===== config.mk =====
export PLATFORM = sky130hd
export DESIGN_NAME = scnh_engine
export DESIGN_NICKNAME = d
export VERILOG_FILES = /design/src/hw/scnh_pkg.sv /design/src/hw/scnh_engine.sv
export SDC_FILE = /design/constraint.sdc
export NUM_CORES = 1
export LEC_CHECK = 0
export BUFFER_PORTS_ARGS = -buffer_cell sky130_fd_sc_hd__buf_2
export CAP_MARGIN = 15
export CELL_PAD_IN_SITES_DETAIL_PLACEMENT = 0
export CELL_PAD_IN_SITES_GLOBAL_PLACEMENT = 1
export CORE_UTILIZATION = 49
export CTS_BUF_LIST = sky130_fd_sc_hd__clkbuf_8
export CTS_CLUSTER_SIZE = 25
export DETAILED_ROUTE_END_ITERATION = 10
export PLACE_DENSITY = 0.85
export SLEW_MARGIN = 0
export SYNTH_ARGS = -nofsm -noshare
export SYNTH_HDL_FRONTEND = slang
export SYNTH_SLANG_ARGS = --single-unit

===== constraint.sdc =====
create_clock -name sys_clk -period 4.5 [get_ports sys_clk]
set_clock_uncertainty 0.2 [all_clocks]
set_input_delay 0.225 -clock sys_clk [delete_from_list [all_inputs] [get_ports sys_clk]]
set_output_delay 0.225 -clock sys_clk [all_outputs]
set_load 0.02 [all_outputs]

===== src/hw/scnh_pkg.sv =====
`default_nettype none
package scnh_pkg;
  localparam int CLK_HZ      = 25_000_000;
  localparam int TRIG_MIN_MS = 10;
  localparam int RST_MIN_US  = 100;
  localparam int RST_MAX_US  = 500;
  localparam int RST_GAP_S   = 2;
  localparam int LED_MS      = 20;
  localparam int BEEP_MS     = 100;
  localparam int TONE_HZ     = 2700;
  localparam int TRIG_CYC    = TRIG_MIN_MS * (CLK_HZ / 1000);
  localparam int RST_MIN_CYC = (RST_MIN_US * (CLK_HZ / 1000) + 999) / 1000;
  localparam int RST_MAX_CYC = RST_MAX_US * (CLK_HZ / 1000) / 1000;
  localparam int RST_GAP_CYC = RST_GAP_S * CLK_HZ + 1;
  localparam int LED_CYC     = LED_MS * (CLK_HZ / 1000);
  localparam int BEEP_CYC    = BEEP_MS * (CLK_HZ / 1000);
  localparam int TONE_CYC    = CLK_HZ / (2 * TONE_HZ);
  localparam int CW          = 27;
  localparam int BAUD_MIN_BPS = 1200;
  localparam int BAUD_MAX_BPS = 115200;
  localparam int BAUD_DEF_BPS = 9600;
  localparam int DW          = 15;
  localparam logic [DW-1:0] DIV_DEF = DW'(CLK_HZ / BAUD_DEF_BPS);
  localparam logic [DW-1:0] DIV_MAX = DW'(CLK_HZ / BAUD_MIN_BPS);
  localparam logic [DW-1:0] DIV_MIN = DW'(CLK_HZ / BAUD_MAX_BPS);
  localparam int FRAME_BITS  = 10;
  localparam logic [3:0] ADDR_CTRL   = 4'h0;
  localparam logic [3:0] ADDR_BAUD   = 4'h4;
  localparam logic [3:0] ADDR_STATUS = 4'h8;
  localparam int CTRL_MODE_LSB = 0;
  localparam int CTRL_BEEP_BIT = 2;
  localparam logic       CTRL_BEEP_RST = 1'b1;
  typedef enum logic [1:0] {
    keyboard_emulation_mode,
    serial_port_mode,
    point_of_sale_hid_mode
  } scnh_usb_mode_t;
  localparam scnh_usb_mode_t CTRL_MODE_RST = keyboard_emulation_mode;
  typedef enum logic [2:0] {st_hold, st_idle, st_arm, st_scan, st_send} scnh_state_t;
endpackage : scnh_pkg
`default_nettype wire


===== src/hw/scnh_engine.sv =====
`timescale 1ns/100ps
`default_nettype none
// Summary of operation
// - A scan session starts once the trigger has been held low for more than 10 ms.
// - After a decode the data goes to the host and the engine then waits for trigger release.
// - Releasing the trigger during a scan attempt aborts decoding at once.
// - A new session needs a fresh low assertion of the trigger.
// - The serial link runs at a chosen rate from 1200 to 115200 bit/s.
// - The serial link has no hardware flow control.
// - After reset the serial link runs at 9600 baud, 8 data bits, no parity, 1 stop bit.
// - Each good read drives the good-read output high for a pulse, then low.
// - The beeper output carries a PWM tone on power-up and on a good read.
// - Over USB the engine offers keyboard, virtual serial port and point-of-sale HID modes.
module scnh_engine #(
  parameter int TRIG_P = scnh_pkg::TRIG_CYC,
  parameter int RMAX_P = scnh_pkg::RST_MAX_CYC,
  parameter int GAP_P  = scnh_pkg::RST_GAP_CYC,
  parameter int LED_P  = scnh_pkg::LED_CYC,
  parameter int BEEP_P = scnh_pkg::BEEP_CYC,
  parameter int TONE_P = scnh_pkg::TONE_CYC
) (
  input  wire logic        sys_clk,
  input  wire logic        nrst,
  input  wire logic [3:0]  avs_address,
  input  wire logic        avs_read,
  input  wire logic        avs_write,
  input  wire logic [31:0] avs_writedata,
  output var  logic [31:0] avs_readdata,
  output var  logic        avs_waitrequest,
  input  wire logic        scan_trigger_n,
  input  wire logic        host_reset_n,
  input  wire logic        uart_rx,
  input  wire logic        dec_valid,
  input  wire logic [7:0]  dec_data,
  input  wire logic        dec_last,
  output var  logic        dec_ready,
  output var  logic        scan_active,
  output var  logic        scan_abort,
  output var  logic        engine_reset,
  output var  logic        uart_tx,
  output var  logic        good_read_led,
  output var  logic        beeper_pwm,
  output var  logic [1:0]  usb_mode
);
  import scnh_pkg::*;

  localparam logic [CW-1:0] TRIG_C = CW'(TRIG_P);
  localparam logic [CW-1:0] RMIN_C = CW'(RST_MIN_CYC);
  localparam logic [CW-1:0] RMAX_C = CW'(RMAX_P);
  localparam logic [CW-1:0] GAP_C  = CW'(GAP_P);
  localparam logic [CW-1:0] LED_C  = CW'(LED_P);
  localparam logic [CW-1:0] BEEP_C = CW'(BEEP_P);
  localparam logic [CW-1:0] TONE_C = CW'(TONE_P);

  // Pin synchronisers: bit 0 trigger, bit 1 reset, bit 2 serial receive.
  logic [2:0] pin_in;
  logic [2:0] s0_r, s1_r, s2_r, lvl_r, lvl_nxt;
  assign pin_in = {uart_rx, host_reset_n, scan_trigger_n};

  for (genvar g = 0; g < 3; g++)
  begin : g_sync
    always_comb lvl_nxt[g] = (s1_r[g] == s2_r[g]) ? s2_r[g] : lvl_r[g];
  end

  always_ff @(posedge sys_clk or negedge nrst)
  begin
    if (!nrst)
    begin
      s0_r  <= 3'h7;
      s1_r  <= 3'h7;
      s2_r  <= 3'h7;
      lvl_r <= 3'h7;
    end
    else
    begin
      s0_r  <= pin_in;
      s1_r  <= s0_r;
      s2_r  <= s1_r;
      lvl_r <= lvl_nxt;
    end
  end

  logic trig_low;
  assign trig_low = ~lvl_r[0];

  // Reset pin qualification: pulse length window and spacing since the last accepted one.
  logic [CW-1:0] rlow_r, rlow_nxt, gap_r, gap_nxt;
  logic          erst_r, erst_nxt;

  always_comb
  begin
    rlow_nxt = rlow_r;
    gap_nxt  = (gap_r < GAP_C) ? gap_r + 1'b1 : gap_r;
    erst_nxt = 1'b0;
    if (!lvl_r[1])
    begin
      if (rlow_r <= RMAX_C)
        rlow_nxt = rlow_r + 1'b1;
    end
    else if (rlow_r != '0)
    begin
      rlow_nxt = '0;
      if (rlow_r >= RMIN_C && rlow_r <= RMAX_C && gap_r == GAP_C)
      begin
        erst_nxt = 1'b1;
        gap_nxt  = '0;
      end
    end
  end

  always_ff @(posedge sys_clk or negedge nrst)
  begin
    if (!nrst)
    begin
      rlow_r <= '0;
      gap_r  <= GAP_C;
      erst_r <= 1'b0;
    end
    else
    begin
      rlow_r <= rlow_nxt;
      gap_r  <= gap_nxt;
      erst_r <= erst_nxt;
    end
  end

  // Register slave: every access is answered with waitrequest low one cycle after it appears.
  logic [31:0]    rdata_r, rdata_nxt;
  logic           wait_r, wait_nxt;
  scnh_usb_mode_t mode_r, mode_nxt;
  logic           beep_en_r, beep_en_nxt;
  logic [DW-1:0]  div_r, div_nxt;
  logic [7:0]     reads_r, reads_nxt;
  scnh_state_t    state_r, state_nxt;
  logic [1:0]     cnt_r, cnt_nxt;
  logic           busy_r;
  logic           wr_ok;
  logic [DW-1:0]  wdiv;
  assign wr_ok = avs_write && !wait_r;
  assign wdiv  = avs_writedata[DW-1:0];

  function automatic logic [31:0] reg_read(input logic [3:0] a);
    logic [31:0] v;
    v = '0;
    unique case (a)
      ADDR_CTRL:   v = {29'h0, beep_en_r, mode_r};
      ADDR_BAUD:   v = {17'h0, div_r};
      ADDR_STATUS: v = {16'h0, reads_r, lvl_r[2], busy_r, cnt_r, trig_low, state_r};
      default:     v = '0;
    endcase
    return v;
  endfunction : reg_read

  always_comb
  begin
    wait_nxt    = 1'b1;
    rdata_nxt   = rdata_r;
    mode_nxt    = mode_r;
    beep_en_nxt = beep_en_r;
    div_nxt     = div_r;
    if (wait_r && (avs_read || avs_write))
    begin
      wait_nxt = 1'b0;
      if (avs_read)
        rdata_nxt = reg_read(avs_address);
    end
    if (wr_ok && avs_address == ADDR_CTRL)
    begin
      if (avs_writedata[CTRL_MODE_LSB +: 2] != 2'h3)
        mode_nxt = scnh_usb_mode_t'(avs_writedata[CTRL_MODE_LSB +: 2]);
      beep_en_nxt = avs_writedata[CTRL_BEEP_BIT];
    end
    if (wr_ok && avs_address == ADDR_BAUD && wdiv >= DIV_MIN && wdiv <= DIV_MAX)
      div_nxt = wdiv;
    if (erst_r)
    begin
      mode_nxt    = CTRL_MODE_RST;
      beep_en_nxt = CTRL_BEEP_RST;
      div_nxt     = DIV_DEF;
    end
  end

  always_ff @(posedge sys_clk or negedge nrst)
  begin
    if (!nrst)
    begin
      wait_r    <= 1'b1;
      rdata_r   <= '0;
      mode_r    <= CTRL_MODE_RST;
      beep_en_r <= CTRL_BEEP_RST;
      div_r     <= DIV_DEF;
    end
    else
    begin
      wait_r    <= wait_nxt;
      rdata_r   <= rdata_nxt;
      mode_r    <= mode_nxt;
      beep_en_r <= beep_en_nxt;
      div_r     <= div_nxt;
    end
  end

  // Session control and the two-entry buffer between decoder and serial transmitter.
  logic [CW-1:0] trig_r, trig_nxt;
  logic          last_r, last_nxt, rdy_r, rdy_nxt, act_r, act_nxt, abort_r, abort_nxt;
  logic          push, pop, gr_evt;
  logic [8:0]    mem_r [2];
  logic          wp_r, wp_nxt, rp_r, rp_nxt;
  assign push = dec_valid && rdy_r;

  always_comb
  begin
    state_nxt = state_r;
    trig_nxt  = trig_r;
    last_nxt  = last_r;
    abort_nxt = 1'b0;
    gr_evt    = 1'b0;
    unique case (state_r)
      st_hold: if (!trig_low) state_nxt = st_idle;
      st_idle:
        if (trig_low)
        begin
          state_nxt = st_arm;
          trig_nxt  = '0;
        end
      st_arm:
        if (!trig_low)
          state_nxt = st_idle;
        else if (trig_r == TRIG_C - 1'b1)
          state_nxt = st_scan;
        else
          trig_nxt = trig_r + 1'b1;
      st_scan:
        if (push)
        begin
          state_nxt = st_send;
          last_nxt  = dec_last;
          gr_evt    = 1'b1;
        end
        else if (!trig_low)
        begin
          state_nxt = st_idle;
          abort_nxt = 1'b1;
        end
      st_send:
      begin
        if (push && dec_last)
          last_nxt = 1'b1;
        if (last_r && cnt_r == 2'h0 && !busy_r)
        begin
          state_nxt = st_hold;
          last_nxt  = 1'b0;
        end
      end
    endcase
    if (erst_r)
    begin
      state_nxt = st_hold;
      last_nxt  = 1'b0;
      gr_evt    = 1'b0;
    end
    act_nxt = state_nxt == st_scan;
    reads_nxt = reads_r + (gr_evt ? 8'h01 : 8'h00);
    wp_nxt  = erst_r ? 1'b0 : wp_r ^ push;
    rp_nxt  = erst_r ? 1'b0 : rp_r ^ pop;
    cnt_nxt = erst_r ? 2'h0 : cnt_r + {1'b0, push} - {1'b0, pop};
    rdy_nxt = cnt_nxt != 2'h2 && (state_nxt == st_scan || state_nxt == st_send);
  end

  always_ff @(posedge sys_clk or negedge nrst)
  begin
    if (!nrst)
    begin
      state_r <= st_hold;
      trig_r  <= '0;
      last_r  <= 1'b0;
      abort_r <= 1'b0;
      act_r   <= 1'b0;
      reads_r <= '0;
      wp_r    <= 1'b0;
      rp_r    <= 1'b0;
      cnt_r   <= 2'h0;
      rdy_r   <= 1'b0;
    end
    else
    begin
      state_r <= state_nxt;
      trig_r  <= trig_nxt;
      last_r  <= last_nxt;
      abort_r <= abort_nxt;
      act_r   <= act_nxt;
      reads_r <= reads_nxt;
      wp_r    <= wp_nxt;
      rp_r    <= rp_nxt;
      cnt_r   <= cnt_nxt;
      rdy_r   <= rdy_nxt;
    end
  end

  always_ff @(posedge sys_clk)
  begin
    if (push)
      mem_r[wp_r] <= {dec_last, dec_data};
  end

  // Serial transmitter, 8N1, free running: the far end cannot hold it off.
  logic [DW-1:0] bcnt_r, bcnt_nxt;
  logic [3:0]    bit_r, bit_nxt;
  logic [9:0]    sh_r, sh_nxt;
  logic          busy_nxt, tx_r, tx_nxt;
  assign pop = !busy_r && cnt_r != 2'h0 && !erst_r;

  always_comb
  begin
    bcnt_nxt = bcnt_r;
    bit_nxt  = bit_r;
    sh_nxt   = sh_r;
    busy_nxt = busy_r;
    if (pop)
    begin
      busy_nxt = 1'b1;
      sh_nxt   = {1'b1, mem_r[rp_r][7:0], 1'b0};
      bit_nxt  = '0;
      bcnt_nxt = div_r - 1'b1;
    end
    else if (busy_r)
    begin
      if (bcnt_r != '0)
        bcnt_nxt = bcnt_r - 1'b1;
      else if (bit_r == 4'(FRAME_BITS - 1))
        busy_nxt = 1'b0;
      else
      begin
        sh_nxt   = {1'b1, sh_r[9:1]};
        bit_nxt  = bit_r + 1'b1;
        bcnt_nxt = div_r - 1'b1;
      end
    end
    tx_nxt = busy_nxt ? sh_nxt[0] : 1'b1;
  end

  always_ff @(posedge sys_clk or negedge nrst)
  begin
    if (!nrst)
    begin
      bcnt_r <= '0;
      bit_r  <= '0;
      sh_r   <= 10'h3FF;
      busy_r <= 1'b0;
      tx_r   <= 1'b1;
    end
    else
    begin
      bcnt_r <= bcnt_nxt;
      bit_r  <= bit_nxt;
      sh_r   <= sh_nxt;
      busy_r <= busy_nxt;
      tx_r   <= tx_nxt;
    end
  end

  // Good-read pulse and beeper tone; the beeper also sounds after power-up and engine reset.
  logic [CW-1:0] led_r, led_nxt, beep_r, beep_nxt, tone_r, tone_nxt;
  logic          led_o_r, led_o_nxt, ph_r, ph_nxt, bz_r, bz_nxt;

  always_comb
  begin
    led_nxt  = gr_evt ? LED_C : (led_r != '0 ? led_r - 1'b1 : led_r);
    beep_nxt = (gr_evt || erst_r) ? BEEP_C : (beep_r != '0 ? beep_r - 1'b1 : beep_r);
    tone_nxt = (tone_r == '0) ? TONE_C - 1'b1 : tone_r - 1'b1;
    ph_nxt   = (tone_r == '0) ? !ph_r : ph_r;
    led_o_nxt = led_nxt != '0;
    bz_nxt   = ph_nxt && beep_nxt != '0 && beep_en_r;
  end

  always_ff @(posedge sys_clk or negedge nrst)
  begin
    if (!nrst)
    begin
      led_r   <= '0;
      beep_r  <= BEEP_C;
      tone_r  <= '0;
      ph_r    <= 1'b0;
      led_o_r <= 1'b0;
      bz_r    <= 1'b0;
    end
    else
    begin
      led_r   <= led_nxt;
      beep_r  <= beep_nxt;
      tone_r  <= tone_nxt;
      ph_r    <= ph_nxt;
      led_o_r <= led_o_nxt;
      bz_r    <= bz_nxt;
    end
  end

  assign avs_readdata    = rdata_r;
  assign avs_waitrequest = wait_r;
  assign dec_ready       = rdy_r;
  assign scan_active     = act_r;
  assign scan_abort      = abort_r;
  assign engine_reset    = erst_r;
  assign uart_tx         = tx_r;
  assign good_read_led   = led_o_r;
  assign beeper_pwm      = bz_r;
  assign usb_mode        = mode_r;
endmodule : scnh_engine
`default_nettype wire


==> flow_summary.ini, run 1 <==
[run_status]
outcome = finished, final reports clean

[floorplanning]
die_area_mm2 = 0.0288
initial_utilization_pct = 49.7
pin_count = 95
placementRows = 61
die_y_um = 170
die_width_um = 170
core_mm2 = 0.0277

[final_layout]
drive_above_1_share_pct = 13.7
fin_nets = 1588
areaGrowthSynthToFinish_pct = 14.0

[min_path]
hp-class = in -> async

[sta]
hold_viol_final = 0
rsz0062_at_grt = no
worst_pin_slew_ns = 0.915
setup_tns_ns = 0
fmax_mhz = 268
drv_slew = 0
post-route-min-period_ns = 3.73
final-setup-viol-count = 0
period_share_pct = 83.0
setup_ws_ns = 0.767
max_slew_margin_pct = 38.5

[routing]
drt_first_pass_iters = 5
drt-wirelength-per-cell_um = 15.5
initialDrtViolationCount = 668
ant_nets = 0
drc = 0
routed_wl_um = 29900
vias_per_cell = 5.47
vias = 10563

[grt]
gr-total-overflow = 0
grt_pass1_wl_um = 50400
grt_use_met2_pct = 34.2
grt_pass1_vias = 10172
antenna_found_initial = 1
use_met1_pct = 29.7
grt_max_degree = 114
grt.busiest_layer = met2
grtUsageTotal_pct = 21.3
grt_use_met3_pct = 3.43

[synthesis]
syn_avg_cell_area_um2 = 9.79
syn_area_mm2 = 0.0138
synth_edf_count = 16
synthFlopType = dfrtp_1
synth_seq_cells = 279
synth_cell_types = 70
seq_area_frac_synth_pct = 51.7
ys_warn_count = 0
async_reset_ff_share_pct = 94.3
syn_inst = 1407

[power]
power.density_mw_per_mm2 = 441
ir_drop_mv = 0.219
leakage_nw = 6.88

[clock_network]
postCtsSetupRepairBufs = 0
clk_pin_slew_ns = 0.06
clock_latency_ns = 0.55
clock-sinks = 279
cts_buffers = 48
h-tree-depth = 2
clockRootBuffer = clkbuf_8
cts_buffer_depth = 3
cts_tree = yes

[worst_setup_path]
worstSetupStartpointType = register
crit_fanout = 31
crit_path_end_kind = register
critPathKind = reg -> reg
critical_path_required_ns = 4.77
arrival_ns = 4.00

[place]
pre_cts_slack_ns = 0.790
gp_congestion = 0.849
port-buffer-count = 61
hpwl_um = 19900

[run]
max_cap_viol_count = 0
-- cells by family after synthesis --
kind of cell               count (synthesis)  synth area share [%]
and+or+nand+nor                          633                  23.4
DFF                                      279                  51.7
AOI/OAI and AO/OA                        207                  9.23
xor gates and xnor gates                 133                  8.46
buffers and inverters                    108                  3.42
adders and majority gates                 23                  2.03
muxes                                     23                  1.67
other                                      1                0.0272
-- repair_timing --
action / CTS / global route
hold buffers: 35 / 0
endpoints found under the hold margin: 129 / 0
resized for setup: 0 / 0
-- cell type report --
class                           instances  area, um^2
Tap cell                              378         473
Fill cell                            2501       12000
Clock buffer                           57         785
Sequential cell                       279        7130
Inverter                               39         146
Antenna cell                            1        2.50
Timing Repair Buffer                  112         796
Clock inverter                         31         131
Multi-Input combinational cell       1035        6250
-- flip-flops by register name (all words and copies together), names as in the netlist, 3 cells and up --
signal / cells
reads_r: 8
bcnt_r: 15
mem_r: 16
s0_r: 3
led_r: 27
lvl_r: 3
state_r: 3
div_r: 15
avs_readdata: 16
trig_r: 27
s1_r: 3
s2_r: 3
sh_r: 10
bit_r: 4
tone_r: 27
rlow_r: 27
gap_r: 27
beep_r: 27
-- worst max-delay path: stages (launching register included) --
cell and delay [ns]:
dfrtp_1 0.40, inv_1 0.06, ha_1 0.20, nor4b_1 0.51, nand3_1 0.25, or4_1 0.55, o31ai_1 0.32, nand2_1 0.60
nand3_1 0.28, o21ai_0 0.11, a31oi_1 0.16
-- synth_stat cells (all sizes together) (21+ instances only) --
library cell,n,share of area (%)
dfrtp,212,39
nor2,188,5.1
nand2,104,2.8
xnor2,72,4.6
o21ai,69,2.5
xor2,61,3.9
a21oi,59,2.2
nand3,59,2.1
nor3,56,2.2
dfstp,51,9.7
clkbuf,46,1.3
nor4,40,1.8
inv,39,1.1
or3,30,1.4
or4,28,1.6
and3,23,1.0
buf,23,1.1
mux2i,23,1.7
nand4,21,0.95
-- layout by cell type, fill, tap and decap left out, types with 23 or more instances in the layout --
cell,netlist,final
dfrtp_1,212,212
buf_2,5,60
o21ai_0,66,65
nor2_1,188,188
xor2_1,61,61
inv_1,38,59
dlygate4sd3_1,0,35
nand2_1,104,104
dfstp_2,51,51
nand3_1,59,59
nor3_1,54,54
clkbuf_8,0,57
mux2i_1,23,23
or4_1,26,26
a21oi_1,58,58
xnor2_1,72,72
or3_1,30,30
nor4_1,40,38
and3_1,23,23
-- path summary, 6_finish.rpt --
path                           startpoint          to  slack [ns]  cells after the start
hold / removal                       nrst   bcnt_r[5]        0.04                      2
setup / recovery                bcnt_r[0]   bcnt_r[0]        0.77                     10
hold reg to reg                   s0_r[1]     s1_r[1]        0.15                      0
max in group asynchronous            nrst  trig_r[18]        2.80                      3
setup reg to reg                bcnt_r[0]   bcnt_r[0]        0.77                     10
min in group sys_clk       scan_trigger_n     s0_r[0]        0.12                      2
-- through the flow --
stage | total power, mW | instances | util, % | area [um^2] | hold WS, ns
finish | 6.92 | 1932 | 56.7 | 15700 | 0.0359
global route | 7.38 | 1932 | 56.7 | 15700 | 0.0963
CTS | 6.99 | 1930 | 56.7 | 15700 | 0.0619
detailed placement | 4.76 | 1807 | 52.1 | 14400 | 0.0705
global placement | 4.71 | 1807 | 52.1 | 14400 | 0.0588
floorplan | 4.33 | 1422 | - | 13800 | -0.271
-- power by group --
group	switching, mW	internal [mW]
clock network	1.02	1.15
registers	0.429	2.95
logic	0.807	0.570
-- metal layers --
layer	share of wire (%)	wire, um
met4	2.2	671
met3	4.3	1290
met2	46	13800
met1	47	14100
met5	0	0
Note: power is estimated with default switching activity, not from simulation.
==> run 2: changes to the inputs <==
--- a/config.mk
+++ b/config.mk
@@ -9,11 +9,11 @@
 export CAP_MARGIN = 15
 export CELL_PAD_IN_SITES_DETAIL_PLACEMENT = 0
 export CELL_PAD_IN_SITES_GLOBAL_PLACEMENT = 1
-export CORE_UTILIZATION = 49
+export CORE_UTILIZATION = 45
 export CTS_BUF_LIST = sky130_fd_sc_hd__clkbuf_8
 export CTS_CLUSTER_SIZE = 25
 export DETAILED_ROUTE_END_ITERATION = 10
-export PLACE_DENSITY = 0.85
+export PLACE_DENSITY = 0.82
 export SLEW_MARGIN = 0
 export SYNTH_ARGS = -nofsm -noshare
 export SYNTH_HDL_FRONTEND = slang
==> constraint.sdc (replaced) <==
create_clock -name sys_clk -period 3.1 [get_ports sys_clk]
set_clock_uncertainty 0.2 [all_clocks]
set_input_delay 0.155 -clock sys_clk [delete_from_list [all_inputs] [get_ports sys_clk]]
set_output_delay 0.155 -clock sys_clk [all_outputs]
set_load 0.02 [all_outputs]
==> run 2 against run 1 <==
  * Global-route usage fell by 0.72 points
  * Highest routed layer unchanged
  * Cell area is 7.6% higher
  * Count of clock-buffer cells in the layout up 3
==> flow_summary.ini, run 2 (same netlist as run 1, synthesis figures left out) <==
[clock_network]
clk_pin_slew_ns = 0.07
h-tree-depth = 2
clock-sinks = 279
clockRootBuffer = clkbuf_8
cts_tree = yes
clock_latency_ns = 0.57
cts_buffers = 47
cts_buffer_depth = 3

[final_layout]
fill_cells = 2603
final_cell_mix = 212 x dfrtp_1, 188 x nor2_1, 117 x buf_4
drive_above_1_share_pct = 21.4
layout.cells.non_filler = 2053
final_area_mm2 = 0.0169
final_common_cell = dfrtp_1
final_util_pct = 56.6
areaGrowthSynthToFinish_pct = 22.7
fin_nets = 1698
multiInputGateArea_mm2 = 0.00640
register_area_mm2 = 0.00713

[floorplanning]
initial_utilization_pct = 46.1
die_area_mm2 = 0.0313
die_y_um = 177
die_width_um = 177
placementRows = 63
core_mm2 = 0.0299
pin_count = 95

[min_path]
hp-class = in -> reg

[grt]
grt_pass1_wl_um = 52700
grt_pass1_vias = 10723
antenna_found_initial = 1
grtUsageTotal_pct = 20.6
grt_max_degree = 73
gr-total-overflow = 0

[power]
leakage_nw = 7.50
power.density_mw_per_mm2 = 648
ir_drop_mv = 0.321

[worst_setup_path]
critPathKind = reg -> reg
arrival_ns = 3.27
crit_path_end_kind = register
worstSetupStartpointType = register
critical_path_required_ns = 3.31
crit_fanout = 4

[place]
port-buffer-count = 61
gp_congestion = 0.854
dpl.cell_count = 1920
hpwl_um = 21400
placed_area_mm2 = 0.0152

[routing]
drt-wirelength-per-cell_um = 15.5
ant_nets = 0
routed_wl_um = 31900
vias_per_cell = 5.41
drc = 0
initialDrtViolationCount = 729
vias = 11099
drt_first_pass_iters = 5

[sta]
fmax_mhz = 327
rsz0062_at_grt = yes
post-route-min-period_ns = 3.06
hold_viol_final = 0
timing.hold.ws_ns = 0.0352
final-setup-viol-count = 0
drv_slew = 0
period_share_pct = 98.7
setup_tns_ns = 0
worst_pin_slew_ns = 0.891
max_slew_margin_pct = 40.2

[run_status]
outcome = finished, final reports clean

[run]
max_cap_viol_count = 0
-- run 2: layout make-up --
type                       count  area share, %
sequential                   279           42.2
multi-input combinational   1035           37.9
antenna                        1         0.0148
tap                          390           2.89
clock buffer                  60           4.89
inverter                      39          0.866
clock inverter                26           1.31
timing repair buffer         223           9.97
-- run 2: through the flow --
| step | power, mW | worst slack, ns |
|---|---|---|
| floorplan | 6.28 | -0.124 |
| global placement | 7.19 | -0.0997 |
| detailed placement | 7.27 | -0.157 |
| CTS | 11.0 | 0.00623 |
| global route | 11.6 | -0.111 |
| finish | 11.0 | 0.0416 |
-- run 2: routing by layer --
metal | vias up | track usage [%] | part of all wire [%]
met2 | 243 | 33.4 | 47
met5 | - | 0 | 0
met3 | 50 | 2.94 | 4.5
met4 | 0 | 6.39 | 2.2
met1 | 5404 | 28.5 | 46
li1 | 5402 | - | -
-- run 2: critical path, cell delays in order, from the launching register on --
cell      delay, ns
dfrtp_1        0.39
or4_4          0.56
or2_2          0.32
or4_4          0.52
o21ai_2        0.16
a21oi_2        0.08
or4_4          0.42
nor4_2         0.15
nand4b_1       0.12
-- run 2: final timing paths --
check | from | endpoint | slack, ns | cells after the start
setup / recovery | led_r[14] | good_read_led | 0.04 | 8
hold / removal | uart_rx | s0_r[2] | 0.04 | 2
setup reg to reg | led_r[14] | good_read_led | 0.04 | 8
hold reg to reg | s0_r[1] | s1_r[1] | 0.15 | 0
max in group asynchronous | nrst | sh_r[7] | 2.16 | 3
min in group asynchronous | nrst | s0_r[2] | 0.06 | 2
-- run 2: timing repair --
item | in CTS | in global routing
pin swaps | 6 | 12
endpoints found under the setup margin | 2 | 3
hold buffers | 40 | 0
buffers inserted | 1 | 5
gates cloned | 0 | 0
gates resized for setup | 16 | 19
hold endpoints to repair | 269 | 0
-- run 2: power by group --
| part | switching, mW | leakage (nW) | internal (mW) |
|---|---|---|---|
| registers | 0.487 | 3.41 | 4.28 |
| logic | 1.44 | 3.51 | 1.17 |
| clock network | 1.49 | 0.577 | 2.08 |
==> run 3: changes to the inputs <==
--- a/config.mk
+++ b/config.mk
@@ -9,6 +9,7 @@
 export CAP_MARGIN = 15
 export CELL_PAD_IN_SITES_DETAIL_PLACEMENT = 0
 export CELL_PAD_IN_SITES_GLOBAL_PLACEMENT = 1
+export CORE_ASPECT_RATIO = 2
 export CORE_UTILIZATION = 45
 export CTS_BUF_LIST = sky130_fd_sc_hd__clkbuf_8
 export CTS_CLUSTER_SIZE = 25
==> run 3 against run 2 <==
  * The run now ends with negative setup slack left
  * Register-to-register slack worse by 0.04 ns
  * Fmax down 1.4%
  * Total power is 4.7% lower
  * Worst hold slack better by 0.012 ns
  * Sequential power about the same
  * Cell count is 1.6% lower
==> flow_summary.ini, run 3 (same netlist as run 1, synthesis figures left out) <==
[clock_network]
cts_buffers = 41
cts_tree = yes
clock_latency_ns = 0.59
cts_buffer_depth = 3
clk_pin_slew_ns = 0.06
clockRootBuffer = clkbuf_8
h-tree-depth = 2
clock-sinks = 279

[grt]
grt_pass1_vias = 11708
grt_max_degree = 65
antenna_found_initial = 1
grtUsageTotal_pct = 22.0
grt_pass1_wl_um = 55700
gr-total-overflow = 0

[routing]
wl_met2_um = 18500
m1WireLength_um = 12500
drc = 0
drt-wirelength-per-cell_um = 16.5
initialDrtViolationCount = 466
vias = 11109
route.met3.wl_um = 1050
top_layer = met4
routed_wl_um = 33400
ant_nets = 0
vias_per_cell = 5.50
drt_first_pass_iters = 4

[sta]
drv_slew = 0
max_slew_margin_pct = 39.9
worst_pin_slew_ns = 0.895
timing.hold.ws_ns = 0.0471
fmax_mhz = 322
hold_viol_final = 0
period_share_pct = 100
rsz0062_at_grt = yes
setup_ws_ns = -0.00282
final-setup-viol-count = 1
post-route-min-period_ns = 3.10

[power]
p_seq_share_pct = 45.9
clkPwrFrac_pct = 29.4
leakage_nw = 7.40
power.density_mw_per_mm2 = 624
p_comb_share_pct = 24.7
p_sw_mw = 3.44
netSwitchingFraction_pct = 32.9
ir_drop_mv = 0.287
intPower_mw = 7.00
finalPower_mw = 10.4

[worst_setup_path]
worstSetupStartpointType = register
crit_start = beep_r[6]
critPathKind = reg -> reg
crit_path_end_kind = register
crit_fanout = 6
reg2reg_depth = 8
ff2ff_setup_slack_ns = -0.003
critical_path_required_ns = 3.34
rr_startpoint = beep_r[6]
r2r-end = beeper_pwm
arrival_ns = 3.34

[floorplanning]
core_mm2 = 0.0302
die_area_mm2 = 0.0314
placementRows = 90
die_width_um = 126
die_y_um = 249
initial_utilization_pct = 45.6
pin_count = 95

[place]
placed_area_mm2 = 0.0152
gp_congestion = 0.858
pre_cts_slack_ns = -0.256
hpwl_um = 23200
dpl.cell_count = 1891
port-buffer-count = 61

[min_path]
min_from = avs_write
hp-class = in -> reg
min_to = usb_mode[0]
whs_path_depth = 6

[final_layout]
final_area_mm2 = 0.0167
fin_nets = 1692
drive_above_1_share_pct = 20.8
register_area_mm2 = 0.00713
layout.cells.non_filler = 2021
final_common_cell = dfrtp_1
final_cell_mix = 212 x dfrtp_1, 188 x nor2_1, 111 x buf_4
areaGrowthSynthToFinish_pct = 21.3
fill_cells = 2751
multiInputGateArea_mm2 = 0.00640

[run_status]
outcome = finished with violations
failed_checks = negative setup slack

[run]
max_cap_viol_count = 0
-- run 3: cell count changes in the layout (fill, tap and decap cells not counted), sizes merged --
cell         change
clkbuf           -9
buf              -4
dlygate4sd3      +4
bufinv           -3
clkinv           +2
clkinvlp         +2
inv              -2
-- run 3: stage by stage --
stage / setup TNS, ns / util [%]
after floorplan: -0.124 / -
after global placement: -0.298 / 50.3
after detailed placement: -0.456 / 50.3
after CTS: -0.0203 / 55.0
after global routing: -0.173 / 55.4
final: -0.00282 / 55.4
-- run 3: how the worst max path moves through the flow --
stage | slack, ns | end
global placement | -0.20 | good_read_led
floorplan | -0.12 | good_read_led
finish | -0.003 | beeper_pwm
CTS | -0.02 | beeper_pwm
detailed placement | -0.26 | good_read_led
global route | -0.13 | beeper_pwm
-- run 3: what timing repair did --
item	in CTS	in global routing
hold endpoints to repair	284	0
resized for setup	17	18
pin swaps	10	13
hold buffers	44	0
setup endpoints to repair	2	30
buffers inserted	7	2
-- run 3: critical path, cell delays in order, from the launching register on --
cell and delay, ns:
dfrtp_1 0.41, or4_1 0.59, or3_1 0.52, or4_1 0.44, nor3_1 0.20, xnor2_1 0.15, nand2_1 0.09, nor4_1 0.28
a21oi_1 0.10
-- run 3: metal layers --
metal	up-vias	GRT usage (%)
li1	5361	-
met1	5476	22.6
met2	191	42.6
met5	-	0
met3	81	3.34
met4	0	10.6
-- run 3: final cells by class --
cell class | instances | share of cell area [%]
diodes | 1 | 0.0150
clock buffers | 51 | 4.20
clock inverters | 25 | 0.876
inverters | 39 | 0.876
multi-input cells | 1035 | 38.3
flip-flops and latches | 279 | 42.6
well taps | 368 | 2.76
repair buffers | 223 | 10.3
-- run 3: power by group through the flow --
stage	Combinational, mW	Sequential, mW	Clock (mW)
5_1_grt	2.89	4.87	3.32
4_1_cts	2.57	4.78	3.17
6_report	2.58	4.79	3.07
3_5_place_dp	2.49	4.83	0
3_3_place_gp	2.43	4.81	0
2_1_floorplan	1.53	4.75	0
